$ cat src/mswc_pkg.sv
// Purpose: Constants and types for the mode, supply and watchdog control bank
// Assumes: 16-bit SPI frames, address byte first, MSB first
// Notes: Offsets are register addresses carried in the SPI address field
package mswc_pkg;
    // Register addresses
    localparam logic [6:0] ADDR_MODE_SUPPLY = 7'h01;
    localparam logic [6:0] ADDR_HW_CONFIG = 7'h02;
    localparam logic [6:0] ADDR_WD_CONFIG = 7'h03;
    // Power-on values
    localparam logic [7:0] MODE_SUPPLY_POR = 8'h00;
    localparam logic [7:0] HW_CONFIG_POR = 8'h00;
    localparam logic [7:0] WD_CONFIG_POR = 8'h14;
    // Writable masks (reserved bits cleared)
    localparam logic [7:0] HW_CONFIG_WMASK = 8'hFB;
    localparam logic [7:0] WD_CONFIG_WMASK = 8'hF7;
    // Soft reset keeps voltage select and load share
    localparam logic [7:0] HW_SOFT_KEEP = 8'h88;
    // Restart keep masks
    localparam logic [7:0] MS_RESTART_KEEP = 8'h23;
    localparam logic [7:0] HW_RESTART_KEEP = 8'hD9;
    localparam logic [7:0] WD_RESTART_KEEP = 8'hB0;
    localparam logic [7:0] WD_RESTART_SET = 8'h04;
    // Field positions
    localparam int MODE_MSB = 7;
    localparam int MODE_LSB = 6;
    localparam int THIRD_EN_BIT = 5;
    localparam int SECOND_MSB = 4;
    localparam int SECOND_LSB = 3;
    localparam int OV_ACTION_BIT = 2;
    localparam int VOLT_SEL_BIT = 7;
    localparam int SOFT_SKIP_BIT = 6;
    localparam int FO_FORCE_BIT = 5;
    localparam int UV_KEEP_BIT = 4;
    localparam int LOAD_SHARE_BIT = 3;
    localparam int LS_STOP_BIT = 1;
    localparam int TRIG_SEL_BIT = 0;
    localparam int WD_STOP_BIT = 6;
    localparam int WATCHDOG_WINDOW_SELECT_BIT = 5;
    localparam int WD_WAKE_BIT = 4;
    // Frame
    localparam int FRAME_BITS = 16;
    localparam logic [4:0] FRAME_LAST = 5'h0F;
    localparam logic [4:0] ADDR_LAST = 5'h07;

    // Operating modes
    typedef enum logic [1:0] {
        MSWC_NORMAL = 2'h0,
        MSWC_SLEEP = 2'h1,
        MSWC_STOP = 2'h2,
        MSWC_SOFTRST = 2'h3
    } mswc_mode_t;

    // Second regulator encodings
    localparam logic [1:0] SECOND_OFF = 2'h0;

    // Decoded settings presented to the rest of the chip
    typedef struct packed {
        logic [1:0] mode;
        logic thirdEnable;
        logic [1:0] secondMode;
        logic ovAction;
        logic [1:0] resetThreshold;
        logic voltSelect;
        logic softResetSkip;
        logic foForce;
        logic uvKeep;
        logic loadShare;
        logic lsStopEnable;
        logic trigSelect;
        logic wdStopDisable;
        logic wdWindow;
        logic wdBusWake;
        logic [2:0] wdPeriod;
    } mswc_cfg_t;

    // Hardware events from the chip core
    typedef struct packed {
        logic restartEntry;
        logic overTemp;
        logic softResetDone;
        logic failureEvent;
        logic failureFlagClear;
        logic wdTimerLoad;
        logic [2:0] wdTimerValue;
        logic wdStopLoad;
        logic wdStopValue;
    } mswc_evt_t;
endpackage : mswc_pkg

$ cat src/mswc_bank.sv
// Purpose: Mode, supply and watchdog control register bank
// Assumes: Chip core supplies restart, temperature and failure events
// Notes: Rules carried by this bank
// Behaviour
// mode field selects normal, sleep, stop, reset
// stop to sleep write refused
// restart entry forces normal mode
// restart or overtemperature turns second regulator off
// bit5 enables third regulator
// second regulator field encodes off and three on modes
// overvoltage action only when bit2 set
// bits1:0 select reset threshold
// write reply shows previous contents
// soft reset pulls reset pin unless skipped
// force bit drives failure outputs
// force clear keeps event failure outputs
// restart clears force bit; event failure outputs kept
// soft reset keeps voltage select, load share
// uv keep bit controls third regulator shutdown
// load share, stop share, voltage select bits
// trigger select picks first or second failure
// controller writes even parity checksum
// bit5 selects window or timeout watchdog
// bus wake start bit starts watchdog
// period field encodes 10 to 500 ms
// bit6 disables watchdog in stop
// frame is write bit, address, data
// reserved bits read zero
`timescale 1ns/1ps
`default_nettype none
module mswc_bank
    import mswc_pkg::*;
(
    // Clock and reset
    input wire logic sys_clk,
    input wire logic rst,
    // SPI pins
    input wire logic spiSck,
    input wire logic spiCsN,
    input wire logic spiMosi,
    output logic spiMiso,
    // Core events
    input wire mswc_evt_t coreEvt,
    input wire logic mainOvEvent,
    input wire logic supplyUv,
    // Settings and outputs
    output mswc_cfg_t cfgOut,
    output logic softResetReq,
    output logic resetPinLow,
    output logic failureOutput,
    output logic mainOvFlag,
    output logic mainOvRestartReq,
    output logic thirdRegOn,
    output logic checksumOk
);
    // Register storage
    logic [7:0] modeSupply_ff;
    logic [7:0] hwConfig_ff;
    logic [7:0] wdConfig_ff;
    // Failure output latched by a failure event
    logic failLatch_ff;
    // Shifter wires
    logic addrValid;
    logic [7:0] addrByte;
    logic frameDone;
    logic [15:0] frameWord;
    logic [7:0] replyByte;
    logic misoBit;
    logic isWrite;
    logic [6:0] frameAddr;
    logic [7:0] wrData;
    logic doSoft;

    // Read mux used for the reply byte only
    function automatic logic [7:0] readReg(input logic [6:0] a, input logic [7:0] ms,
                                           input logic [7:0] hw, input logic [7:0] wd);
        logic [7:0] r;
        r = 8'h00;
        unique case (a)
            ADDR_MODE_SUPPLY: r = ms;
            ADDR_HW_CONFIG: r = hw & HW_CONFIG_WMASK;
            ADDR_WD_CONFIG: r = wd & WD_CONFIG_WMASK;
            default: r = 8'h00;
        endcase
        return r;
    endfunction : readReg

    // Frame shifter
    mswc_spi_shift u_shift (
        .sys_clk(sys_clk),
        .rst(rst),
        .spiSck(spiSck),
        .spiCsN(spiCsN),
        .spiMosi(spiMosi),
        .replyByte(replyByte),
        .addrValid(addrValid),
        .addrByte(addrByte),
        .frameDone(frameDone),
        .frameWord(frameWord),
        .misoBit(misoBit)
    );

    // Reply is contents before this frame's write lands
    assign replyByte = readReg(addrByte[6:0], modeSupply_ff, hwConfig_ff, wdConfig_ff);
    // Write bit then address field then data byte
    assign frameAddr = frameWord[14:8];
    assign isWrite = frameWord[15];
    assign wrData = frameWord[7:0];
    assign doSoft = frameDone && isWrite && (frameAddr == ADDR_MODE_SUPPLY)
        && (wrData[MODE_MSB:MODE_LSB] == MSWC_SOFTRST);

    // Mode and supply register
    always_ff @(posedge sys_clk) begin
        if (rst || doSoft) begin
            modeSupply_ff <= MODE_SUPPLY_POR;
        end else if (coreEvt.restartEntry) begin
            // Hardware event wins over a write in the same cycle, except a soft reset write
            modeSupply_ff <= (modeSupply_ff & MS_RESTART_KEEP);
        end else begin
            if (frameDone && isWrite && frameAddr == ADDR_MODE_SUPPLY) begin
                modeSupply_ff <= wrData;
                // Stop to sleep is not taken; mode stays stop
                if (modeSupply_ff[MODE_MSB:MODE_LSB] == MSWC_STOP
                    && wrData[MODE_MSB:MODE_LSB] == MSWC_SLEEP) begin
                    modeSupply_ff[MODE_MSB:MODE_LSB] <= MSWC_STOP;
                end
                if (coreEvt.overTemp) begin
                    modeSupply_ff[SECOND_MSB:SECOND_LSB] <= SECOND_OFF;
                end
            end else if (coreEvt.overTemp) begin
                modeSupply_ff[SECOND_MSB:SECOND_LSB] <= SECOND_OFF;
            end
        end
    end

    // Hardware configuration register
    always_ff @(posedge sys_clk) begin
        if (rst) begin
            hwConfig_ff <= HW_CONFIG_POR;
        end else if (doSoft) begin
            hwConfig_ff <= hwConfig_ff & HW_SOFT_KEEP;
        end else if (coreEvt.restartEntry) begin
            hwConfig_ff <= hwConfig_ff & HW_RESTART_KEEP;
        end else if (frameDone && isWrite && frameAddr == ADDR_HW_CONFIG) begin
            hwConfig_ff <= wrData & HW_CONFIG_WMASK;
        end
    end

    // Watchdog configuration register; core may load period and stop bit
    always_ff @(posedge sys_clk) begin
        if (rst || doSoft) begin
            wdConfig_ff <= WD_CONFIG_POR;
        end else if (coreEvt.restartEntry) begin
            wdConfig_ff <= (wdConfig_ff & WD_RESTART_KEEP) | WD_RESTART_SET;
        end else begin
            if (frameDone && isWrite && frameAddr == ADDR_WD_CONFIG) begin
                wdConfig_ff <= wrData & WD_CONFIG_WMASK;
            end
            // Hardware updates after the write so they win
            if (coreEvt.wdTimerLoad) begin
                wdConfig_ff[2:0] <= coreEvt.wdTimerValue;
            end
            if (coreEvt.wdStopLoad) begin
                wdConfig_ff[WD_STOP_BIT] <= coreEvt.wdStopValue;
            end
        end
    end

    // Failure output latch from events; flag clear or soft reset releases it
    always_ff @(posedge sys_clk) begin
        if (rst || doSoft) begin
            failLatch_ff <= 1'b0;
        end else if (coreEvt.failureEvent) begin
            failLatch_ff <= 1'b1;
        end else if (coreEvt.failureFlagClear) begin
            failLatch_ff <= 1'b0;
        end
    end

    // Overvoltage flag always set; action gated by configuration
    always_ff @(posedge sys_clk) begin
        if (rst) begin
            mainOvFlag <= 1'b0;
            mainOvRestartReq <= 1'b0;
        end else begin
            if (mainOvEvent) begin
                mainOvFlag <= 1'b1;
            end else if (frameDone && !isWrite && frameAddr == ADDR_MODE_SUPPLY) begin
                // Flag is read-to-clear by convention here
                mainOvFlag <= 1'b0;
            end
            mainOvRestartReq <= mainOvEvent && modeSupply_ff[OV_ACTION_BIT];
        end
    end

    // Soft reset request and reset pin
    always_ff @(posedge sys_clk) begin
        if (rst) begin
            softResetReq <= 1'b0;
            resetPinLow <= 1'b0;
        end else begin
            softResetReq <= doSoft;
            if (doSoft) begin
                resetPinLow <= ~hwConfig_ff[SOFT_SKIP_BIT];
            end else if (coreEvt.softResetDone) begin
                resetPinLow <= 1'b0;
            end
        end
    end

    // Registered outputs
    always_ff @(posedge sys_clk) begin
        if (rst) begin
            spiMiso <= 1'b0;
            failureOutput <= 1'b0;
            thirdRegOn <= 1'b0;
            checksumOk <= 1'b1;
        end else begin
            spiMiso <= misoBit;
            // Force bit or event latch drive the failure output
            failureOutput <= hwConfig_ff[FO_FORCE_BIT] | failLatch_ff;
            // Third regulator drops at undervoltage unless kept
            thirdRegOn <= modeSupply_ff[THIRD_EN_BIT]
                && (hwConfig_ff[UV_KEEP_BIT] || !supplyUv);
            // Even parity over the watchdog configuration register
            checksumOk <= ~^wdConfig_ff;
        end
    end

    // Decoded settings bus
    always_ff @(posedge sys_clk) begin
        if (rst) begin
            cfgOut <= '0;
        end else begin
            cfgOut.mode <= modeSupply_ff[MODE_MSB:MODE_LSB];
            cfgOut.thirdEnable <= modeSupply_ff[THIRD_EN_BIT];
            cfgOut.secondMode <= modeSupply_ff[SECOND_MSB:SECOND_LSB];
            cfgOut.ovAction <= modeSupply_ff[OV_ACTION_BIT];
            cfgOut.resetThreshold <= modeSupply_ff[1:0];
            cfgOut.voltSelect <= hwConfig_ff[VOLT_SEL_BIT];
            cfgOut.softResetSkip <= hwConfig_ff[SOFT_SKIP_BIT];
            cfgOut.foForce <= hwConfig_ff[FO_FORCE_BIT];
            cfgOut.uvKeep <= hwConfig_ff[UV_KEEP_BIT];
            cfgOut.loadShare <= hwConfig_ff[LOAD_SHARE_BIT];
            cfgOut.lsStopEnable <= hwConfig_ff[LS_STOP_BIT];
            cfgOut.trigSelect <= hwConfig_ff[TRIG_SEL_BIT];
            cfgOut.wdStopDisable <= wdConfig_ff[WD_STOP_BIT];
            cfgOut.wdWindow <= wdConfig_ff[WATCHDOG_WINDOW_SELECT_BIT];
            cfgOut.wdBusWake <= wdConfig_ff[WD_WAKE_BIT];
            cfgOut.wdPeriod <= wdConfig_ff[2:0];
        end
    end
endmodule : mswc_bank
`default_nettype wire

$ cat src/mswc_spi_shift.sv
// Purpose: SPI slave shifter for 16-bit frames
// Assumes: Mode 0, data sampled on rising SCK, changed on falling
// Notes: Pins pass two flops; SCK edges are found in sys_clk domain
`timescale 1ns/1ps
`default_nettype none
module mswc_spi_shift
    import mswc_pkg::*;
(
    // Clock and reset
    input wire logic sys_clk,
    input wire logic rst,
    // Pins
    input wire logic spiSck,
    input wire logic spiCsN,
    input wire logic spiMosi,
    // Reply byte loaded after address byte
    input wire logic [7:0] replyByte,
    // Decoded frame
    output logic addrValid,
    output logic [7:0] addrByte,
    output logic frameDone,
    output logic [15:0] frameWord,
    output logic misoBit
);
    // Synchroniser stages
    logic [1:0] sckSync_ff;
    logic [1:0] csSync_ff;
    logic [1:0] mosiSync_ff;
    logic sckLast_ff;
    logic [4:0] bitCnt_ff;
    logic [15:0] shift_ff;
    logic [7:0] outShift_ff;
    logic rise;
    logic fall;

    // Two-flop capture of all pins
    always_ff @(posedge sys_clk) begin
        if (rst) begin
            sckSync_ff <= 2'h0;
            csSync_ff <= 2'h3;
            mosiSync_ff <= 2'h0;
            sckLast_ff <= 1'b0;
        end else begin
            sckSync_ff <= {sckSync_ff[0], spiSck};
            csSync_ff <= {csSync_ff[0], spiCsN};
            mosiSync_ff <= {mosiSync_ff[0], spiMosi};
            sckLast_ff <= sckSync_ff[1];
        end
    end

    assign rise = sckSync_ff[1] & ~sckLast_ff & ~csSync_ff[1];
    assign fall = ~sckSync_ff[1] & sckLast_ff & ~csSync_ff[1];

    // Input shift and frame count
    always_ff @(posedge sys_clk) begin
        if (rst || csSync_ff[1]) begin
            bitCnt_ff <= 5'h00;
            shift_ff <= 16'h0000;
        end else if (rise) begin
            shift_ff <= {shift_ff[14:0], mosiSync_ff[1]};
            bitCnt_ff <= bitCnt_ff + 5'h01;
        end
    end

    // Address pulse after eighth bit, frame pulse after sixteenth
    always_ff @(posedge sys_clk) begin
        if (rst) begin
            addrValid <= 1'b0;
            frameDone <= 1'b0;
            addrByte <= 8'h00;
            frameWord <= 16'h0000;
        end else begin
            addrValid <= rise && (bitCnt_ff == ADDR_LAST);
            frameDone <= rise && (bitCnt_ff == FRAME_LAST);
            if (rise && (bitCnt_ff == ADDR_LAST)) begin
                addrByte <= {shift_ff[6:0], mosiSync_ff[1]};
            end
            if (rise && (bitCnt_ff == FRAME_LAST)) begin
                frameWord <= {shift_ff[14:0], mosiSync_ff[1]};
            end
        end
    end

    // Output shift; reply byte loaded once address is known
    always_ff @(posedge sys_clk) begin
        if (rst || csSync_ff[1]) begin
            outShift_ff <= 8'h00;
            misoBit <= 1'b0;
        end else if (addrValid) begin
            outShift_ff <= {replyByte[6:0], 1'b0};
            misoBit <= replyByte[7];
        end else if (fall && bitCnt_ff > ADDR_LAST + 5'h01) begin
            // Eighth fall must not shift: the top reply bit has to stand at the ninth rise
            misoBit <= outShift_ff[7];
            outShift_ff <= {outShift_ff[6:0], 1'b0};
        end
    end
endmodule : mswc_spi_shift
`default_nettype wire
$ cat config.mk
export PLATFORM = sky130hd
export DESIGN_NAME = mswc_bank
export DESIGN_NICKNAME = d
export VERILOG_FILES = /design/src/mswc_pkg.sv /design/src/mswc_bank.sv /design/src/mswc_spi_shift.sv
export SDC_FILE = /design/constraint.sdc
export NUM_CORES = 1
export LEC_CHECK = 0
export BUFFER_PORTS_ARGS = -buffer_cell sky130_fd_sc_hd__buf_2
export CAP_MARGIN = 20
export CORE_MARGIN = 1
export CORE_UTILIZATION = 35
export CTS_CLUSTER_SIZE = 14
export DETAILED_ROUTE_END_ITERATION = 10
export PLACE_DENSITY_LB_ADDON = 0.2
export SLEW_MARGIN = 30
export SYNTH_ARGS = -nofsm -noshare
export SYNTH_HDL_FRONTEND = slang
export SYNTH_SLANG_ARGS = --single-unit
$ cat constraint.sdc
create_clock -name sys_clk -period 5 [get_ports sys_clk]
set_input_delay 0 -clock sys_clk [delete_from_list [all_inputs] [get_ports sys_clk]]
set_output_delay 0 -clock sys_clk [all_outputs]
set_load 0.05 [all_outputs]
Yosys cells after proc, flatten, opt, wreduce, memory -nomap -nowiden
Cells that the tools add are included.
{"block": "op_classes", "n_addsub": 1, "reduce_logical": 33, "n_bitwise": 11, "n_eq_ne": 11, "n_lt_le_gt_ge": 1, "n_mux": 18}
{"op": "7-bit by 2-bit equality test with 1-bit output (second input constant)", "n": 4}
{"op": "8-bit case mux with 3 select lines", "n": 1}
{"op": "8-bit two-way mux", "n": 2}
{"op": "7-bit by 1-bit equality test with 1-bit output (second input constant)", "n": 2}
{"op": "2-bit nonzero test", "n": 7}
{"op": "1-bit logical AND", "n": 13}
{"op": "1-bit two-way mux", "n": 9}
{"op": "2-bit two-way mux", "n": 4}
{"op": "8-bit XNOR reduction", "n": 1}
{"op": "7-bit two-way mux", "n": 1}
{"op": "1-bit NOT", "n": 6}
{"op": "2-bit AND reduction", "n": 3}
{"op": "5-bit by 1-bit adder with 5-bit output (second input constant)", "n": 1}
{"op": "5-bit by 3-bit equality test with 1-bit output (second input constant)", "n": 1}
{"op": "5-bit by 4-bit equality test with 1-bit output (second input constant)", "n": 1}
{"op": "5-bit by 4-bit greater-than comparator with 1-bit output (second input constant)", "n": 1}
{"op": "1-bit bitwise AND", "n": 4}
{"op": "2-bit equality test (second input constant)", "n": 2}
{"op": "2-bit OR reduction", "n": 2}
{"op": "1-bit logical OR", "n": 3}
{"op": "3-bit two-way mux", "n": 1}
{"op": "3-bit AND reduction", "n": 1}
{"op": "3-bit OR reduction", "n": 1}
{"op": "2-bit by 1-bit equality test with 1-bit output (second input constant)", "n": 1}
{"op": "2 further kinds", "n": 3}
{"block": "word_totals", "reg_bits": 112, "input_bits": 18, "word_cells": 121, "out_inout_bits": 29}

Longest topological paths before layout
{"block": "logic_depth", "word_depth": 6, "ltp_mapped": 8, "ltp_nobuf": 6}

Hierarchy
A second synthesis with hierarchy kept.
{"block": "hier_totals", "hier_cells": 454, "hier_area_um2": 4341.7}
{"module": "mswc_spi_shift", "instances": 1, "seq_area_each_um2": 1221.2, "area_each_um2": 2264.7, "cells_each": 243}
{"module": "mswc_bank", "instances": 1, "seq_area_each_um2": 1041.0, "area_each_um2": 2077.0, "cells_each": 211}

Least setup slack after synthesis
No wires, ideal clock.
{"block": "synth_timing", "path_type": "reg2reg", "startpoint": "register u_shift.frameWord[10]", "endpoint": "register resetPinLow", "path_slack_ns": 3.046, "path_stages_with_launch": 7, "n_path_buf": 2, "t_arrival_ns": 1.884, "cell_sequence": "dfxtp_1 > or4_4 > buf_6 > or3_4 > buf_6 > or3_1 > a21oi_1"}
{"block": "synth_via", "elab_chain_cells": 4}
{"element": "start: declaration", "line": "mswc_spi_shift.sv:22", "rtl": "output logic [15:0] frameWord,"}
{"element": "start signal: assignment", "line": "mswc_spi_shift.sv:79", "rtl": "frameWord <= {shift_ff[14:0], mosiSync_ff[1]};"}
{"element": "7-bit by 1-bit equality test with 1-bit output *", "line": "mswc_bank.sv:109", "rtl": "assign doSoft = frameDone && isWrite && (frameAddr == ADDR_MODE_SUPPLY)"}
{"element": "1-bit logical AND *", "line": "mswc_bank.sv:109"}
{"element": "1-bit logical AND *", "line": "mswc_bank.sv:110", "rtl": "&& (wrData[MODE_MSB:MODE_LSB] == MSWC_SOFTRST);"}
{"element": "1-bit two-way mux or 2-bit nonzero test (tied branches)"}
{"element": "end signal: assignment", "line": "mswc_bank.sv:204", "rtl": "resetPinLow <= ~hwConfig_ff[SOFT_SKIP_BIT];"}
{"element": "end: declaration", "line": "mswc_bank.sv:49", "rtl": "output logic resetPinLow,"}
Mark *: on every way between the ends. The rest lies on a longest branch, timed or not.
A chain may end at the register's enable or synchronous reset.

Worst setup path in the final report
{"block": "layout_timing", "startpoint": "register u_shift.frameWord[10]", "endpoint": "register wdConfig_ff[2]"}
{"block": "layout_via", "elab_chain_cells": 5}
{"element": "7-bit by 1-bit equality test with 1-bit output", "line": "mswc_bank.sv:109"}
{"element": "1-bit logical AND", "line": "mswc_bank.sv:109"}
{"element": "1-bit logical AND", "line": "mswc_bank.sv:110"}
{"element": "1-bit logical OR", "line": "mswc_bank.sv:151", "rtl": "if (rst || doSoft) begin"}
{"element": "2-bit OR reduction (no source line)"}
{"element": "end signal: assignment", "line": "mswc_bank.sv:154", "rtl": "wdConfig_ff <= (wdConfig_ff & WD_RESTART_KEEP) | WD_RESTART_SET;"}
{"element": "end signal: assignment", "line": "mswc_bank.sv:157", "rtl": "wdConfig_ff <= wrData & WD_CONFIG_WMASK;"}
{"element": "end signal: assignment", "line": "mswc_bank.sv:161", "rtl": "wdConfig_ff[2:0] <= coreEvt.wdTimerValue;"}
{"element": "end: declaration", "line": "mswc_bank.sv:59", "rtl": "logic [7:0] wdConfig_ff;"}
Several ways; a longest one is shown, not always the timed one.

==> results_dict.tcl <==
set metrics [dict create \
    status "finished, violations left" \
    violations "DRC" \
    clk_latency_ns 0.34 \
    yosys-top-cells-area "dfxtp_1, nand2_1, a21oi_1" \
    num_rows 39 \
    path_max_fanout 11 \
    viasPerCell 4.95 \
    period_share 0.458 \
    post-cts-setup-buffers 0 \
    critPathArrivalTime_ns 2.58 \
    die_w_um 112 \
    cts-root-buf "clkbuf_16" \
    tightest_slew_ns 0.850 \
    cp_top_family "buffers and inverters" \
    syn_area_per_cell_um2 9.31 \
    setup.worst_path.class "flip-flop to flip-flop" \
    fin_skew_ns 0.0123 \
    clock-sinks 112 \
    cp_num_buf_inv 2 \
    power.total_uw 1680 \
    port_buffers 46 \
    clockPowerShare 0.425 \
    stdcell_area_um2 5000 \
    cts_tree "done" \
    rr_endpoint "wdConfig_ff[2]" \
    insertedDiodeCount 0 \
    start_util 0.365 \
    rsz0062_at_grt "false" \
    drive_gt1_frac 0.181 \
    fp.coreArea_um2 11600 \
    cap_violations 0 \
    routed_wl_um 9380 \
    max_stage_delay_ns 0.59 \
    hold-path-endpoint "wdConfig_ff[6]" \
    min_path_type "input port to flip-flop" \
    async_reset_ff_frac 0 \
    swShare 0.218 \
    synth_seq_area_share 0.529 \
    ir_drop_mv 0.139 \
    grt_overflow 0 \
    cp.required_ns 5.29 \
    grt_max_degree 45 \
    clock_path_buffers 2 \
    yosysTopAreaCellShare 0.529 \
    grt_pass1_wl_um 15500 \
    final_nets 523 \
    crit_path_top_delay_cell "or4_4" \
    vias 3215 \
    cts_resized 0 \
    multiInputGateArea_um2 1840 \
    yosysTopAreaCell "dfxtp_1" \
    synth_edf_count 0 \
    synth_nets 476 \
    first_global_vias 3097 \
    clk_pin_slew_ns 0.08 \
    cellLeakagePower_uw 0.00197 \
    seq_area_um2 2240 \
    path_cells "or4_4 > o41ai_1 > buf_4 > nor2_1 > o211ai_1 > dlygate4sd3_1" \
    remaining_drc_errors 7 \
    ant_nets 0 \
    max_freq_ghz 0.437 \
    finalCriticalPeriod_ns 2.29 \
    placed_area_um2 4550 \
    r2r_start "u_shift.frameWord[10]" \
    die-area_um2 12600 \
    track_usage 0.156 \
    hold_viol_final 0 \
    area_growth_pct 18.1 \
    relSlewSlack 0.432 \
    synth_flop_cell "dfxtp_1" \
    rrSetupSlack_ns 2.71 \
    reg2reg_depth 6 \
    detailed_place_hpwl_um 6600 \
    synth-seq-cells 112 \
    antenna_found_initial 0 \
    cts_made_buffers 9 \
    final.setup.tns_ns 0 \
    p_per_area_nw_per_um2 336 \
    critPathCaptureType "flip-flop" \
    report.final.slew_viol_count 0 \
    synth_commonest_cells "dfxtp_1, nand2_1, nor2_1, a21oi_1, nor2b_1" \
    worstHoldStart "coreEvt[1]" \
    ys_warn_count 0 \
    power_frac_seq 0.537 \
    cts-hold-fix-buffers 16 \
    place_congestion 0.799 \
    p_int_uw 1310 \
    ioPinCount 47 \
    dr.pass1.iters 9 \
    min_path_cells 3 \
    fill_cells 1162 \
    wire_per_inst_um 14.4 \
    ys_types 45 \
    power_frac_comb 0.038 \
    die_h_um 112 \
    syn_inst 455 \
    htreeDepth 3 \
    syn-cell-area_um2 4240 \
    cp-start-kind "flip-flop" \
    yosysMostFrequentCell "dfxtp_1" \
    finalSetupViolCount 0 \
    power_switching_uw 368 \
    drtIter0Drc 138 \
]
[tightest hold or removal path, cell delays in order]
cell	delay [ns]
buf_2	0.10
a31oi_1	0.13
a211oi_1	0.08
[state kept, by name, indices dropped and copies added, names as in the netlist, 2 cells and up]
register	count
cfgOut	21
u_shift.frameWord	16
u_shift.shift_ff	15
modeSupply_ff	8
hwConfig_ff	7
u_shift.addrByte	7
u_shift.outShift_ff	7
wdConfig_ff	7
u_shift.bitCnt_ff	5
u_shift.csSync_ff	2
u_shift.mosiSync_ff	2
u_shift.sckSync_ff	2
[power groups by stage]
stage | Clock [µW] | Sequential (µW) | Combinational [µW]
2_1_floorplan | 0 | 935 | 26.3
3_3_place_gp | 0 | 924 | 54.3
3_5_place_dp | 0 | 924 | 54.8
4_1_cts | 730 | 903 | 64.4
5_1_grt | 766 | 904 | 69.6
6_report | 716 | 903 | 63.8
[logic make-up (layout without fill, tap and decap cells)]
logic type	count (synthesis)	in the layout	share of synthesized area
multiplexers	24	24	0.0585
adder cells (fa/ha/maj)	3	3	0.00886
AND/OR/NAND/NOR	182	182	0.209
buffers and inverters	37	89	0.0366
AO/OA/AOI/OAI	88	88	0.139
flip-flops	112	112	0.529
XOR/XNOR	9	9	0.0186
[worst max path at each step]
| stage | cells past startpoint | start | slack [ns] | endpoint |
|---|---|---|---|---|
| global placement | 5 | u_shift.frameWord[10] | 3.07 | modeSupply_ff[6] |
| global route | 6 | u_shift.frameWord[10] | 2.58 | wdConfig_ff[2] |
| CTS | 6 | u_shift.frameWord[10] | 2.71 | wdConfig_ff[2] |
| floorplan | 6 | u_shift.frameWord[10] | 3.05 | resetPinLow |
| finish | 6 | u_shift.frameWord[10] | 2.71 | wdConfig_ff[2] |
| detailed placement | 5 | u_shift.frameWord[10] | 3.03 | modeSupply_ff[6] |
[through the flow]
| step | std cells | setup slack (ns) | hold slack (ns) | util |
|---|---|---|---|---|
| after CTS | 650 | 2.71 | 0.00875 | 0.431 |
| after floorplan | 455 | 3.05 | 0.0793 | - |
| after global placement | 618 | 3.07 | 0.183 | 0.391 |
| after global routing | 650 | 2.58 | 0.0444 | 0.431 |
| after detailed placement | 618 | 3.03 | 0.189 | 0.392 |
| final | 650 | 2.71 | 0.0121 | 0.431 |
[per-layer routing]
metal	part of all wire	track usage	routed length (µm)	vias up
met3	0.034	0.0281	320	10
met1	0.50	0.210	4730	1496
met5	0	0	0	-
met4	0.015	0.0578	138	0
li1	-	-	-	1652
met2	0.45	0.253	4180	57
[placed cells by master, fill, tap and decap left out, drive strengths merged, types with 3 or more instances in the layout]
master / count
xor2: 4
or2: 4
ha: 3
nor2b: 33
or3: 3
a31oi: 5
a21oi: 42
inv: 9
a22oi: 6
mux2i: 18
dfxtp: 112
nand2b: 4
nor3: 5
o21ai: 7
nand3: 4
mux2: 6
dlygate4sd3: 16
xnor2: 5
or4: 3
clkbuf: 10
buf: 49
nor2: 43
o221a: 14
nor3b: 4
nand2: 66
a211oi: 4
[area by class of cell]
| cell class | count | area share |
|---|---|---|
| clock inverter | 6 | 0.0135 |
| multi-input combinational | 306 | 0.368 |
| tap | 143 | 0.0358 |
| sequential | 112 | 0.448 |
| inverter | 8 | 0.00600 |
| timing repair buffer | 65 | 0.0825 |
| clock buffer | 10 | 0.0458 |
No activity file was read; power rests on OpenSTA's default activity.
